--- src/swx_pkg.sv ---
/*
  Shared constants for the serial word transceiver control block.
  Assumes a 100 MHz mclk and a 1 us bit-timing tick derived from it.
*/
package swx_pkg;
    localparam int CLK_PERIOD_NS = 10;
    localparam int TICK_NS       = 1000;
    localparam int TICK_CYCLES   = TICK_NS / CLK_PERIOD_NS;
    localparam logic [6:0] TICK_LAST = 7'(TICK_CYCLES - 1);
    localparam logic [8:0] TX_HALF_FAST = 9'h005;
    localparam logic [8:0] TX_HALF_SLOW = 9'h028;
    localparam logic [8:0] TX_GAP_FAST  = 9'h028;
    localparam logic [8:0] TX_GAP_SLOW  = 9'h140;
    localparam logic [8:0] RX_GAP_FAST  = 9'h014;
    localparam logic [8:0] RX_GAP_SLOW  = 9'h0A0;
    localparam logic [4:0] LAST_BIT     = 5'h1F;
    localparam int HALF_W        = 16;
    localparam int WORD_W        = 31;
    localparam int ARINC_W       = 32;
    localparam int NUM_RX        = 2;
    localparam int TX_FIFO_DEPTH = 8;
    localparam int SYNC_W        = 33;
    typedef enum logic [1:0] {TX_IDLE, TX_MARK, TX_SPACE, TX_GAP} swx_tx_state_t;
endpackage

--- src/swx_stream_if.sv ---
/*
  Valid/ready word stream between the controller and its FIFO.
  Assumes both ends share mclk.
*/
`timescale 1ns/1ns
interface swx_stream_if #(parameter int WIDTH = 31);
    logic             valid;
    logic             ready;
    logic [WIDTH-1:0] data;
    modport src (output valid, output data, input ready);
    modport snk (input valid, input data, output ready);
endinterface

--- src/swx_xcvr_ctrl.sv ---
/*
  Transceiver control: pin synchronisers, transmit load path and FIFO,
  serial transmitter with parity, self-test loopback, two receivers with
  half-word readout, repeater mode and master clear.
  Assumes host pins are asynchronous to mclk; mclk is 100 MHz.
*/
`timescale 1ns/1ns
module swx_xcvr_ctrl
    import swx_pkg::*;
(
    input wire logic               mclk,
    input wire logic               rst,
    input wire logic               master_clear,
    input wire logic               load_first_half,
    input wire logic               load_second_half,
    input wire logic               rx_one_read_strobe,
    input wire logic               rx_two_read_strobe,
    input wire logic               half_select,
    input wire logic               tx_launch_enable,
    input wire logic               tx_parity_select,
    input wire logic               loopback_test_select,
    input wire logic               slope_select,
    input wire logic               tx_rate_select,
    input wire logic               rx_rate_select,
    input wire logic               repeater_mode,
    input wire logic               line_in_one_pos,
    input wire logic               line_in_one_neg,
    input wire logic               line_in_two_pos,
    input wire logic               line_in_two_neg,
    input wire logic [HALF_W-1:0]  data_in,
    output logic [HALF_W-1:0]      data_out,
    output logic                   data_oe,
    output logic                   line_out_pos,
    output logic                   line_out_neg,
    output logic                   slope_slow,
    output logic                   tx_ready,
    output logic                   rx_one_word_ready,
    output logic                   rx_two_word_ready
);
    function automatic logic [WORD_W-1:0] pack_word(input logic [HALF_W-1:0] h1, input logic [HALF_W-1:0] h2);
        logic [WORD_W-1:0] w;
        w = '0;
        for (int k = 0; k < 8; k++)
            w[k] = h1[7-k];
        for (int k = 0; k < 5; k++)
            w[8+k] = h1[11+k];
        w[28:13] = h2;
        w[29]    = h1[9];
        w[30]    = h1[10];
        return w;
    endfunction

    // Receive half: bit 8 of the lower half reports the parity check
    function automatic logic [HALF_W-1:0] unpack_half(input logic [ARINC_W-1:0] a, input logic upper);
        logic [HALF_W-1:0] h;
        h = '0;
        for (int k = 0; k < 8; k++)
            h[7-k] = a[k];
        h[15:11] = a[12:8];
        h[10]    = a[30];
        h[9]     = a[29];
        h[8]     = ~(^a);
        if (upper)
            h = a[28:13];
        return h;
    endfunction

    // Pin synchroniser; a change counts once stages two and three agree
    logic [SYNC_W-1:0] s1_q, s2_q, s3_q, filt_q, filt_d;
    logic              mc_f, pl1_f, pl2_f, sel_f, tx_launch_enable_f, par_f, loop_f, slope_f;
    logic              txslow_f, rxslow_f, rep_f;
    logic [1:0]        en_f, lpos_f, lneg_f;
    logic [HALF_W-1:0] din_f;

    // Control settings are plain pins, so master clear cannot disturb them
    assign {mc_f, pl1_f, pl2_f, en_f[0], en_f[1], sel_f, tx_launch_enable_f, par_f, loop_f, slope_f,
            txslow_f, rxslow_f, rep_f, lpos_f[0], lneg_f[0], lpos_f[1], lneg_f[1], din_f} = filt_q;

    always_comb
    begin
        filt_d = (~(s2_q ^ s3_q) & s3_q) | ((s2_q ^ s3_q) & filt_q);
    end

    always_ff @(posedge mclk)
    begin
        if (rst)
        begin
            s1_q   <= '0;
            s2_q   <= '0;
            s3_q   <= '0;
            filt_q <= '0;
        end
        else
        begin
            s1_q   <= {master_clear, load_first_half, load_second_half, rx_one_read_strobe,
                       rx_two_read_strobe, half_select, tx_launch_enable, tx_parity_select,
                       loopback_test_select, slope_select, tx_rate_select, rx_rate_select,
                       repeater_mode, line_in_one_pos, line_in_one_neg, line_in_two_pos,
                       line_in_two_neg, data_in};
            s2_q   <= s1_q;
            s3_q   <= s2_q;
            filt_q <= filt_d;
        end
    end

    // Tick divider, strobe edges, load path and readout
    logic [6:0]          tick_cnt_q, tick_cnt_d;
    logic                tick_q, tick_d;
    logic [3:0]          strb_q;
    logic                pl1_rise, pl2_rise, rd_any, first_ev, second_ev;
    logic [1:0]          rd_rise;
    logic [HALF_W-1:0]   rd_half, ev_data, h1_q, h1_d, dout_d;
    logic                wr_valid_q, wr_valid_d, oe_d;
    logic [WORD_W-1:0]   wr_data_q, wr_data_d;
    logic [1:0]          rdy_q, rdy_d, lo_rd_q, lo_rd_d, hi_rd_q, hi_rd_d, rx_done;
    logic [ARINC_W-1:0]  rx_word [NUM_RX];
    logic [NUM_RX-1:0]   rx_hi, rx_lo;

    swx_stream_if #(.WIDTH(WORD_W)) wr_if ();
    swx_stream_if #(.WIDTH(WORD_W)) rd_if ();

    assign pl1_rise  = pl1_f & ~strb_q[3];
    assign pl2_rise  = pl2_f & ~strb_q[2];
    assign rd_rise   = en_f & ~strb_q[1:0];
    assign rd_any    = |rd_rise;
    assign rd_half   = unpack_half(rx_word[en_f[0] ? 0 : 1], sel_f);
    assign first_ev  = pl1_rise | (rep_f & rd_any & ~sel_f);
    assign second_ev = pl2_rise | (rep_f & rd_any & sel_f);
    assign ev_data   = (rep_f & rd_any) ? rd_half : din_f;
    assign wr_if.valid = wr_valid_q;
    assign wr_if.data  = wr_data_q;

    always_comb
    begin
        tick_cnt_d = (tick_cnt_q == TICK_LAST) ? '0 : tick_cnt_q + 7'h01;
        tick_d     = (tick_cnt_q == TICK_LAST);
        h1_d       = first_ev ? ev_data : h1_q;
        wr_valid_d = second_ev & wr_if.ready & ~mc_f;
        wr_data_d  = second_ev ? pack_word(h1_q, ev_data) : wr_data_q;
        oe_d       = |en_f;
        dout_d     = oe_d ? rd_half : data_out;
        for (int i = 0; i < NUM_RX; i++)
        begin
            lo_rd_d[i] = rdy_q[i] & (lo_rd_q[i] | (rd_rise[i] & ~sel_f));
            hi_rd_d[i] = rdy_q[i] & (hi_rd_q[i] | (rd_rise[i] & sel_f));
            rdy_d[i]   = rx_done[i] | (rdy_q[i] & ~(lo_rd_d[i] & hi_rd_d[i]));
            if (rx_done[i] || mc_f)
            begin
                lo_rd_d[i] = 1'b0;
                hi_rd_d[i] = 1'b0;
            end
        end
        if (mc_f)
        begin
            rdy_d = '0;
            h1_d  = '0;
        end
    end

    always_ff @(posedge mclk)
    begin
        if (rst)
        begin
            tick_cnt_q <= '0;
            tick_q     <= 1'b0;
            strb_q     <= '0;
            h1_q       <= '0;
            wr_valid_q <= 1'b0;
            wr_data_q  <= '0;
            data_oe    <= 1'b0;
            data_out   <= '0;
            rdy_q      <= '0;
            lo_rd_q    <= '0;
            hi_rd_q    <= '0;
            slope_slow <= 1'b0;
        end
        else
        begin
            tick_cnt_q <= tick_cnt_d;
            tick_q     <= tick_d;
            strb_q     <= {pl1_f, pl2_f, en_f};
            h1_q       <= h1_d;
            wr_valid_q <= wr_valid_d;
            wr_data_q  <= wr_data_d;
            data_oe    <= oe_d;
            data_out   <= dout_d;
            rdy_q      <= rdy_d;
            lo_rd_q    <= lo_rd_d;
            hi_rd_q    <= hi_rd_d;
            slope_slow <= slope_f;
        end
    end

    assign rx_one_word_ready = rdy_q[0];
    assign rx_two_word_ready = rdy_q[1];

    swx_fifo #(.WIDTH(WORD_W), .DEPTH(TX_FIFO_DEPTH)) u_tx_fifo (
        .mclk (mclk),
        .rst  (rst),
        .clr  (mc_f),
        .wr   (wr_if),
        .rd   (rd_if)
    );

    // Transmitter: mark half, null half per bit, then the word gap
    swx_tx_state_t     tx_st_q, tx_st_d;
    logic [ARINC_W-1:0] shift_q, shift_d;
    logic [4:0]        bit_q, bit_d;
    logic [8:0]        time_q, time_d, half_t;
    logic              pos_d, neg_d, pop, parity, ready_d;

    assign pop         = (tx_st_q == TX_IDLE) & tx_launch_enable_f & rd_if.valid & ~mc_f;
    assign rd_if.ready = pop;
    assign half_t      = txslow_f ? TX_HALF_SLOW : TX_HALF_FAST;
    assign parity      = par_f ? (^rd_if.data) : ~(^rd_if.data);

    always_comb
    begin
        tx_st_d = tx_st_q;
        shift_d = shift_q;
        bit_d   = bit_q;
        time_d  = time_q;
        pos_d   = line_out_pos;
        neg_d   = line_out_neg;
        unique case (tx_st_q)
            TX_IDLE:
                if (pop)
                begin
                    shift_d = {parity, rd_if.data};
                    bit_d   = '0;
                    time_d  = half_t;
                    pos_d   = rd_if.data[0];
                    neg_d   = ~rd_if.data[0];
                    tx_st_d = TX_MARK;
                end
            TX_MARK:
                if (tick_q)
                begin
                    time_d = time_q - 9'h001;
                    if (time_q == 9'h001)
                    begin
                        time_d  = half_t;
                        pos_d   = 1'b0;
                        neg_d   = 1'b0;
                        tx_st_d = TX_SPACE;
                    end
                end
            TX_SPACE:
                if (tick_q)
                begin
                    time_d = time_q - 9'h001;
                    if (time_q == 9'h001 && bit_q == LAST_BIT)
                    begin
                        time_d  = txslow_f ? TX_GAP_SLOW : TX_GAP_FAST;
                        tx_st_d = TX_GAP;
                    end
                    else if (time_q == 9'h001)
                    begin
                        shift_d = shift_q >> 1;
                        bit_d   = bit_q + 5'h01;
                        time_d  = half_t;
                        pos_d   = shift_q[1];
                        neg_d   = ~shift_q[1];
                        tx_st_d = TX_MARK;
                    end
                end
            TX_GAP:
                if (tick_q)
                begin
                    time_d = time_q - 9'h001;
                    if (time_q == 9'h001)
                        tx_st_d = TX_IDLE;
                end
        endcase
        if (mc_f)
        begin
            tx_st_d = TX_IDLE;
            pos_d   = 1'b0;
            neg_d   = 1'b0;
        end
        ready_d = (tx_st_d == TX_IDLE) & ~rd_if.valid & ~wr_valid_q & ~pop;
    end

    always_ff @(posedge mclk)
    begin
        if (rst)
        begin
            tx_st_q      <= TX_IDLE;
            shift_q      <= '0;
            bit_q        <= '0;
            time_q       <= '0;
            line_out_pos <= 1'b0;
            line_out_neg <= 1'b0;
            tx_ready     <= 1'b1;
        end
        else
        begin
            tx_st_q      <= tx_st_d;
            shift_q      <= shift_d;
            bit_q        <= bit_d;
            time_q       <= time_d;
            line_out_pos <= pos_d;
            line_out_neg <= neg_d;
            tx_ready     <= ready_d;
        end
    end

    // Self test: loop the driver levels in, complemented for receiver two
    assign rx_hi[0] = loop_f ? lpos_f[0] : line_out_pos;
    assign rx_lo[0] = loop_f ? lneg_f[0] : line_out_neg;
    assign rx_hi[1] = loop_f ? lpos_f[1] : line_out_neg;
    assign rx_lo[1] = loop_f ? lneg_f[1] : line_out_pos;

    for (genvar g = 0; g < NUM_RX; g++)
    begin : g_rx
        swx_rx u_rx (
            .mclk   (mclk),
            .rst    (rst),
            .clr    (mc_f),
            .tick   (tick_q),
            .slow   (rxslow_f),
            .hi     (rx_hi[g]),
            .lo     (rx_lo[g]),
            .word_q (rx_word[g]),
            .done_q (rx_done[g])
        );
    end
endmodule

--- src/swx_fifo.sv ---
/*
  Synchronous FIFO with valid/ready on both sides and a clear input.
  Assumes single clock mclk and synchronous active-high reset.
*/
`timescale 1ns/1ns
module swx_fifo #(
    parameter int WIDTH = 31,
    parameter int DEPTH = 4
) (
    input wire logic  mclk,
    input wire logic  rst,
    input wire logic  clr,
    swx_stream_if.snk wr,
    swx_stream_if.src rd
);
    localparam int AW = (DEPTH > 1) ? $clog2(DEPTH) : 1;
    localparam int CW = $clog2(DEPTH + 1);

    logic [WIDTH-1:0] mem [DEPTH];
    logic [AW-1:0]    wp_q, wp_d, rp_q, rp_d;
    logic [CW-1:0]    cnt_q, cnt_d;
    logic             push, pop;

    assign wr.ready = (cnt_q != CW'(DEPTH));
    assign rd.valid = (cnt_q != '0);
    assign rd.data  = mem[rp_q];
    assign push     = wr.valid & wr.ready;
    assign pop      = rd.valid & rd.ready;

    always_comb
    begin
        wp_d  = push ? ((wp_q == AW'(DEPTH - 1)) ? '0 : wp_q + 1'b1) : wp_q;
        rp_d  = pop ? ((rp_q == AW'(DEPTH - 1)) ? '0 : rp_q + 1'b1) : rp_q;
        cnt_d = cnt_q + CW'(push) - CW'(pop);
        if (clr)
        begin
            wp_d  = '0;
            rp_d  = '0;
            cnt_d = '0;
        end
    end

    always_ff @(posedge mclk)
    begin
        if (rst)
        begin
            wp_q  <= '0;
            rp_q  <= '0;
            cnt_q <= '0;
        end
        else
        begin
            wp_q  <= wp_d;
            rp_q  <= rp_d;
            cnt_q <= cnt_d;
        end
    end

    // Storage carries no reset; the count and read pointer define what is valid
    always_ff @(posedge mclk)
    begin
        if (push && !clr)
            mem[wp_q] <= wr.data;
    end
endmodule

--- src/swx_rx.sv ---
/*
  Receiver word assembler: takes digital one/zero levels, collects 32 bits.
  Assumes levels already synchronised and a 1 us tick enable.
*/
`timescale 1ns/1ns
module swx_rx
    import swx_pkg::*;
(
    input wire logic            mclk,
    input wire logic            rst,
    input wire logic            clr,
    input wire logic            tick,
    input wire logic            slow,
    input wire logic            hi,
    input wire logic            lo,
    output logic [ARINC_W-1:0]  word_q,
    output logic                done_q
);
    logic               act_q, act_d, done_d, active;
    logic [ARINC_W-1:0] shift_q, shift_d, word_d;
    logic [4:0]         cnt_q, cnt_d;
    logic [8:0]         null_q, null_d, gap;

    always_comb
    begin
        act_d   = act_q;
        shift_d = shift_q;
        word_d  = word_q;
        cnt_d   = cnt_q;
        null_d  = null_q;
        done_d  = 1'b0;
        active  = hi | lo;
        gap     = slow ? RX_GAP_SLOW : RX_GAP_FAST;
        if (clr)
        begin
            act_d  = 1'b0;
            cnt_d  = '0;
            null_d = '0;
            word_d = '0;
        end
        else if (tick)
        begin
            act_d = active;
            if (active)
            begin
                null_d = '0;
                if (!act_q)
                begin
                    shift_d = {hi, shift_q[ARINC_W-1:1]};
                    cnt_d   = cnt_q + 5'h01;
                    if (cnt_q == LAST_BIT)
                    begin
                        word_d = shift_d;
                        done_d = 1'b1;
                    end
                end
            end
            else if (null_q != gap)
                null_d = null_q + 9'h001;
            else
                cnt_d = '0;
        end
    end

    always_ff @(posedge mclk)
    begin
        if (rst)
        begin
            act_q   <= 1'b0;
            shift_q <= '0;
            word_q  <= '0;
            cnt_q   <= '0;
            null_q  <= '0;
            done_q  <= 1'b0;
        end
        else
        begin
            act_q   <= act_d;
            shift_q <= shift_d;
            word_q  <= word_d;
            cnt_q   <= cnt_d;
            null_q  <= null_d;
            done_q  <= done_d;
        end
    end
endmodule

--- config.mk ---
export PLATFORM = sky130hd
export DESIGN_NAME = swx_xcvr_ctrl
export DESIGN_NICKNAME = d
export VERILOG_FILES = /design/src/swx_pkg.sv /design/src/swx_stream_if.sv /design/src/swx_xcvr_ctrl.sv /design/src/swx_fifo.sv /design/src/swx_rx.sv
export SDC_FILE = /design/constraint.sdc
export NUM_CORES = 1
export LEC_CHECK = 0
export ABC_AREA = 1
export BUFFER_PORTS_ARGS = -buffer_cell sky130_fd_sc_hd__buf_2
export CORE_MARGIN = 3
export CORE_UTILIZATION = 63
export DETAILED_ROUTE_END_ITERATION = 10
export GPL_TIMING_DRIVEN = 0
export MAX_ROUTING_LAYER = met4
export PLACE_DENSITY = 0.8
export SYNTH_ARGS = -nofsm -noshare
export SYNTH_HDL_FRONTEND = slang
export SYNTH_HIERARCHICAL = 1
export SYNTH_SLANG_ARGS = --single-unit
--- constraint.sdc ---
create_clock -name mclk -period 4 [get_ports mclk]
set_input_delay 0.6 -clock mclk [delete_from_list [all_inputs] [get_ports mclk]]
set_output_delay 0.6 -clock mclk [all_outputs]
set_load 0.01 [all_outputs]
After elaboration in Yosys (flattened, before gate mapping)
Memories as Yosys holds them, arrays and structs flattened. A register that Yosys moved wholly into a read port is not among the register bits.
Cells that the tools add are included.
{"block": "classes", "n_mux": 71, "n_eq_ne": 24, "bitwise": 63, "reduce_logical": 33, "addsub": 11, "order_cmp": 1}
{"operator": "$mux W32", "n": 7}
{"operator": "$mux W9", "n": 11}
{"operator": "$and A33 B33 Y33", "n": 2}
{"operator": "$pmux W32 S2", "n": 1}
{"operator": "$mux W5", "n": 10}
{"operator": "$pmux W9 S4", "n": 1}
{"operator": "$not A33 Y33", "n": 1}
{"operator": "$or A33 B33 Y33", "n": 1}
{"operator": "$xor A33 B33 Y33", "n": 1}
{"operator": "$ge A32 B2 Y1 const B", "n": 1}
{"operator": "$mux W16", "n": 2}
{"operator": "$not A1 Y32", "n": 1}
{"operator": "$reduce_xor A32 Y1", "n": 1}
{"operator": "$reduce_xor A31 Y1", "n": 1}
{"operator": "$and A1 B1 Y1", "n": 27}
{"operator": "$mux W1", "n": 20}
{"operator": "$reduce_and A4 Y1", "n": 5}
{"operator": "$add A9 B1 Y9 const B", "n": 2}
{"operator": "$mux W2", "n": 9}
{"operator": "$ne A2 B2 Y1 const B", "n": 9}
{"operator": "$ne A9 B9 Y1", "n": 2}
{"operator": "$not A1 Y1", "n": 18}
{"operator": "$add A5 B1 Y5 const B", "n": 3}
{"operator": "$eq A5 B5 Y1 const B", "n": 3}
{"operator": "other kinds (34)", "n": 64}
{"block": "totals", "elab_cells": 244, "ram_bits": 248, "input_bits": 35, "n_memories": 1, "register_bits": 437}
{"memory": "u_tx_fifo.mem", "words": 8, "width": 31, "rd": 1, "rd_ports_with_merged_regs": 1, "write_ports": 1, "line_no": "swx_fifo.sv:19", "text": "logic [WIDTH-1:0] mem [DEPTH];"}

Logic depth before layout (Yosys ltp)
{"block": "depth", "ltp_word": 11, "mapped_depth": 21, "depth_no_buf": 19}

By module
The synthesis kept the hierarchy.
{"mod": "swx_fifo", "area_each_um2": 11502.3, "instances": 1, "seq_area_each_um2": 7707.4, "cells_per_inst": 1166}
{"mod": "swx_xcvr_ctrl", "area_each_um2": 11343.4, "instances": 1, "seq_area_each_um2": 5305.1, "cells_per_inst": 1612}
{"mod": "swx_rx", "area_each_um2": 3254.4, "instances": 2, "seq_area_each_um2": 1581.5, "cells_per_inst": 404}

Worst setup path before layout
No wires, ideal clock.
{"block": "synth_timing", "path_type": "register to register", "from": "reg u_tx_fifo.cnt_q[2]", "to": "mem u_tx_fifo.mem[7][0], enable pin", "slack_ns": 0.545, "period_less_slack_ns": 3.455, "n_path_buf": 0, "path_stages_with_launch": 6, "arrival_time_ns": 2.997, "setup_time_ns": 0.458, "path_cell_list": "dfxtp_1 > inv_1 > ha_1 > nand2_1 > nand3_1 > nor3_1"}
{"block": "synth_between", "elab_chain_cells": 5}
{"item": "start, declared", "line_no": "swx_fifo.sv:21", "text": "logic [CW-1:0] cnt_q, cnt_d;"}
{"item": "start signal, assigned", "line_no": "swx_fifo.sv:55", "text": "cnt_q <= cnt_d;"}
{"item": "$ne A4 B4 Y1", "line_no": "swx_fifo.sv:24", "text": "assign wr.ready = (cnt_q != CW'(DEPTH));"}
{"item": "via wr_if.ready", "line_no": "swx_stream_if.sv:8", "text": "logic ready;"}
{"item": "$and A1 B1 Y1", "line_no": "swx_fifo.sv:27", "text": "assign push = wr.valid & wr.ready;"}
{"item": "$logic_and A1 B1 Y1", "line_no": "swx_fifo.sv:62", "text": "if (push && !clr)"}
{"item": "$mux W1", "line_no": "swx_fifo.sv:62"}
{"item": "$mux W1 (not written as such)", "line_no": "swx_fifo.sv:63", "text": "mem[wp_q] <= wr.data;"}
{"item": "end, declared", "line_no": "swx_fifo.sv:19"}
The timed path passes the listed nets, and every way through them passes these cells.

==> impl_metrics.yaml <==
run_status:
  status: "complete, no violations"
synth:
  synth.most_common_cell: "nand2_1"
  synth_area_leaders: "dfxtp_1 30%, edfxtp_1 25%, nand2_1 12%, inv_1 6.9%, nor2_1 4.7%"
  async_reset_ff_share_pct: 0
  netlist.area_leader.share_pct: 29.7
  synthTopCellsByCount: "976 x nand2_1, 537 x inv_1, 436 x dfxtp_1"
  syn_inst: 3586
  synth_cell_type_count: 54
  ys_seq_area_share_pct: 55.1
  synth_area_leader_cell: "dfxtp_1"
  syn-num-nets: 3650
  synth.avg_cell_area_um2: 8.19
  synth_edf_count: 248
  yosysWarnings: 6
  syn-cell-area_mm2: 0.0294
  synth_seq_cells: 684
  synth_top_flop_cell: "dfxtp_1"
route:
  drc: 0
  wl_met3_mm: 4.43
  route.met2.wl_mm: 35.1
  first_pass_iters: 8
  viasPerCell: 5.34
  wl_per_cell_um: 16.4
  highest_layer: "met4"
  dr_total_vias: 23400
  wl_met1_mm: 29.1
  drtIter0Drc: 1988
  antenna_left: 0
  wl_mm: 72.0
worst_setup_path:
  worst_r2r_endpoint: "shift_q[31]"
  worst-setup-path-type: "reg2reg"
  required_ps: 4450
  worst_setup_path_end_kind: "register"
  slowest_delay_ps: 630
  cpMostUsedCell: "nand2_1"
  rrSetupSlack_ps: 930
  worst-r2r-cell-count: 14
  crit_chain: "buf_2 -> buf_1 -> nand3_1 -> nand2_1 -> nand2_1 -> nand2_1 -> xnor2_1 -> xnor2_1 -> and2_1 -> nor2_1 -> xor2_1 -> nand2_1 -> nand3b_1 -> a21oi_1"
  path_max_fanout: 10
  arrival_ps: 3520
  cp_slowest_cell: "buf_1"
  crit_path_start_kind: "register"
clock_tree:
  numCtsBuffers: 67
  cts_setup_buffers: 0
  path_clk_slew_ps: 60
  htreeDepth: 3
  cts-root-buf: "clkbuf_16"
  cts_hold_buf: 0
  cts_max_path_buffers: 3
  tritoncts_num_sinks: 684
  clk_latency_ps: 610
  cts_tree: "done"
  ctsResizeCount: 0
flow_run:
  maxCapViolCount: 0
timing:
  setup_viol: 0
  min_period_ps: 3070
  fin_crit_sh_pct: 76.7
  max_freq_ghz: 0.326
  drv_slew: 0
  worst-slew-pin-transition_ps: 1190
  rsz0062_at_grt: "false"
  hold_violations: 0
  max-slew-margin-rel_pct: 20.1
  skew_ps: 30.1
  setup-tns-final_ps: 0
floorplanning:
  initial_core_util_pct: 64.3
  fp-row-count: 78
  fp.dieArea_mm2: 0.0492
  ios: 58
  die_y_um: 222
  fp.coreArea_mm2: 0.0457
  fp.dieW_um: 222
power:
  total_power_mw: 14.1
  ir_drop_uv: 366
  power_density_mw_per_mm2: 428
  leakage_nw: 14.3
place:
  gp_congestion: 0.926
  place_hpwl_mm: 50.7
  port_buffers: 57
global_routing:
  overflow: 0
  grt_pass1_vias: 22400
  grt_first_pass_wirelength_mm: 115
  antenna_found_initial: 0
  grtUsageTotal_pct: 29.8
  grt_max_degree: 25
hold_path:
  min_to: "s1_q[21]"
  min_from: "rx_rate_select"
  hold_class: "in2reg"
  holdPathStages: 3
final_layout:
  drive_gt1_share_pct: 9.75
  syn2layout_area_growth_pct: 12.2
  num_antenna_cells: 0
  final_nets: 3792
-- registers in the layout, summed over array words and instances, names as in the netlist, 3 cells and up, named ones only --
register and count:
bit_q 5, data_out 16, g_rx.u_rx/cnt_q 10, g_rx.u_rx/null_q 18, g_rx.u_rx/shift_q 62, g_rx.u_rx/word_q 64, h1_q 15, s1_q 33
s2_q 33, s3_q 33, shift_q 31, strb_q 4, tick_cnt_q 7, time_q 9, u_tx_fifo/cnt_q 4, u_tx_fifo/mem 248
u_tx_fifo/rp_q 3, u_tx_fifo/wp_q 3, wr_data_q 31
-- layout by cell type (no fill, tap or decap), drive strengths merged --
master and instances:
nand2 997, inv 555, dfxtp 436, nor2 379
o21ai 268, edfxtp 248, a21oi 194, buf 174
nand3 164, clkbuf 153, a31oi 32, a211oi 31
ha 28, xnor2 23, clkinv 17, xor2 14
nor3 14, nand4 13, nand3b 8, or2 6
bufinv 5, nor3b 4, clkinvlp 3, o221a 2
nor4 2, a221oi 2, mux2i 2, a311oi 1
o21bai 1, o2111ai 1, o31ai 1, o211ai 1
and2 1, and3 1, a21boi 1, fa 1
-- cell type report --
class	count	area, µm²
clock inverter	28	312
multi-input combinational	2192	10300
timing repair buffer	73	523
inverter	552	2090
fill	3478	12700
tap	600	751
buffer	158	872
sequential	684	16200
clock buffer	96	1950
-- logic make-up after synthesis --
| family | after synthesis | share of synthesized area, % |
|---|---|---|
| AO/OA/AOI/OAI | 535 | 10.2 |
| XOR/XNOR | 37 | 1.10 |
| adder cells (fa/ha/maj) | 29 | 1.26 |
| buffers and inverters | 710 | 10.1 |
| flip-flops | 684 | 55.1 |
| multiplexers | 2 | 0.0682 |
| AND/OR/NAND/NOR | 1589 | 22.2 |
-- per-stage QoR --
| step | hold slack (ps) | instances | instance area [µm²] | worst slack [ps] | util, % |
|---|---|---|---|---|---|
| 4_1_cts | 161 | 4383 | 32900 | 958 | 72.1 |
| 6_report | 191 | 4383 | 32900 | 933 | 72.1 |
| 2_1_floorplan | 388 | 3586 | 29400 | 545 | - |
| 3_3_place_gp | 390 | 4243 | 30400 | -1720 | 66.5 |
| 3_5_place_dp | 394 | 4259 | 30700 | 1020 | 67.2 |
| 5_1_grt | 187 | 4383 | 32900 | 821 | 72.1 |
-- per-layer routing --
layer / GRT usage [%] / vias up
met2: 50.4 / 860
li1: - / 11600
met5: - / -
met4: 13.6 / 0
met1: 35.4 / 10700
met3: 4.28 / 241
-- worst max-delay path by stage --
stage | end | slack (ps) | cells past startpoint | start
finish | shift_q[31] | 930 | 14 | register
global route | shift_q[31] | 820 | 14 | register
CTS | shift_q[31] | 960 | 14 | register
detailed placement | shift_q[31] | 1020 | 14 | register
global placement | u_tx_fifo/mem[1][26] | -1720 | 5 | u_tx_fifo/cnt_q[2]
floorplan | u_tx_fifo/mem[7][0] | 540 | 5 | u_tx_fifo/cnt_q[2]
-- report_power, final --
group / total, mW / internal, mW / switching [mW]
Clock: 6.43 / 3.75 / 2.69
Sequential: 7.29 / 7.24 / 0.0469
Combinational: 0.381 / 0.121 / 0.260
-- worst max-delay path, delay by kind of cell (launching register included) --
family                    cells  cell delay, ps
buffers and inverters         2             900
AOI/OAI and AO/OA             1              70
DFF                           1             300
and+or+nand+nor               8            1160
xor gates and xnor gates      3             490
Note: power is estimated with default switching activity, not from simulation.
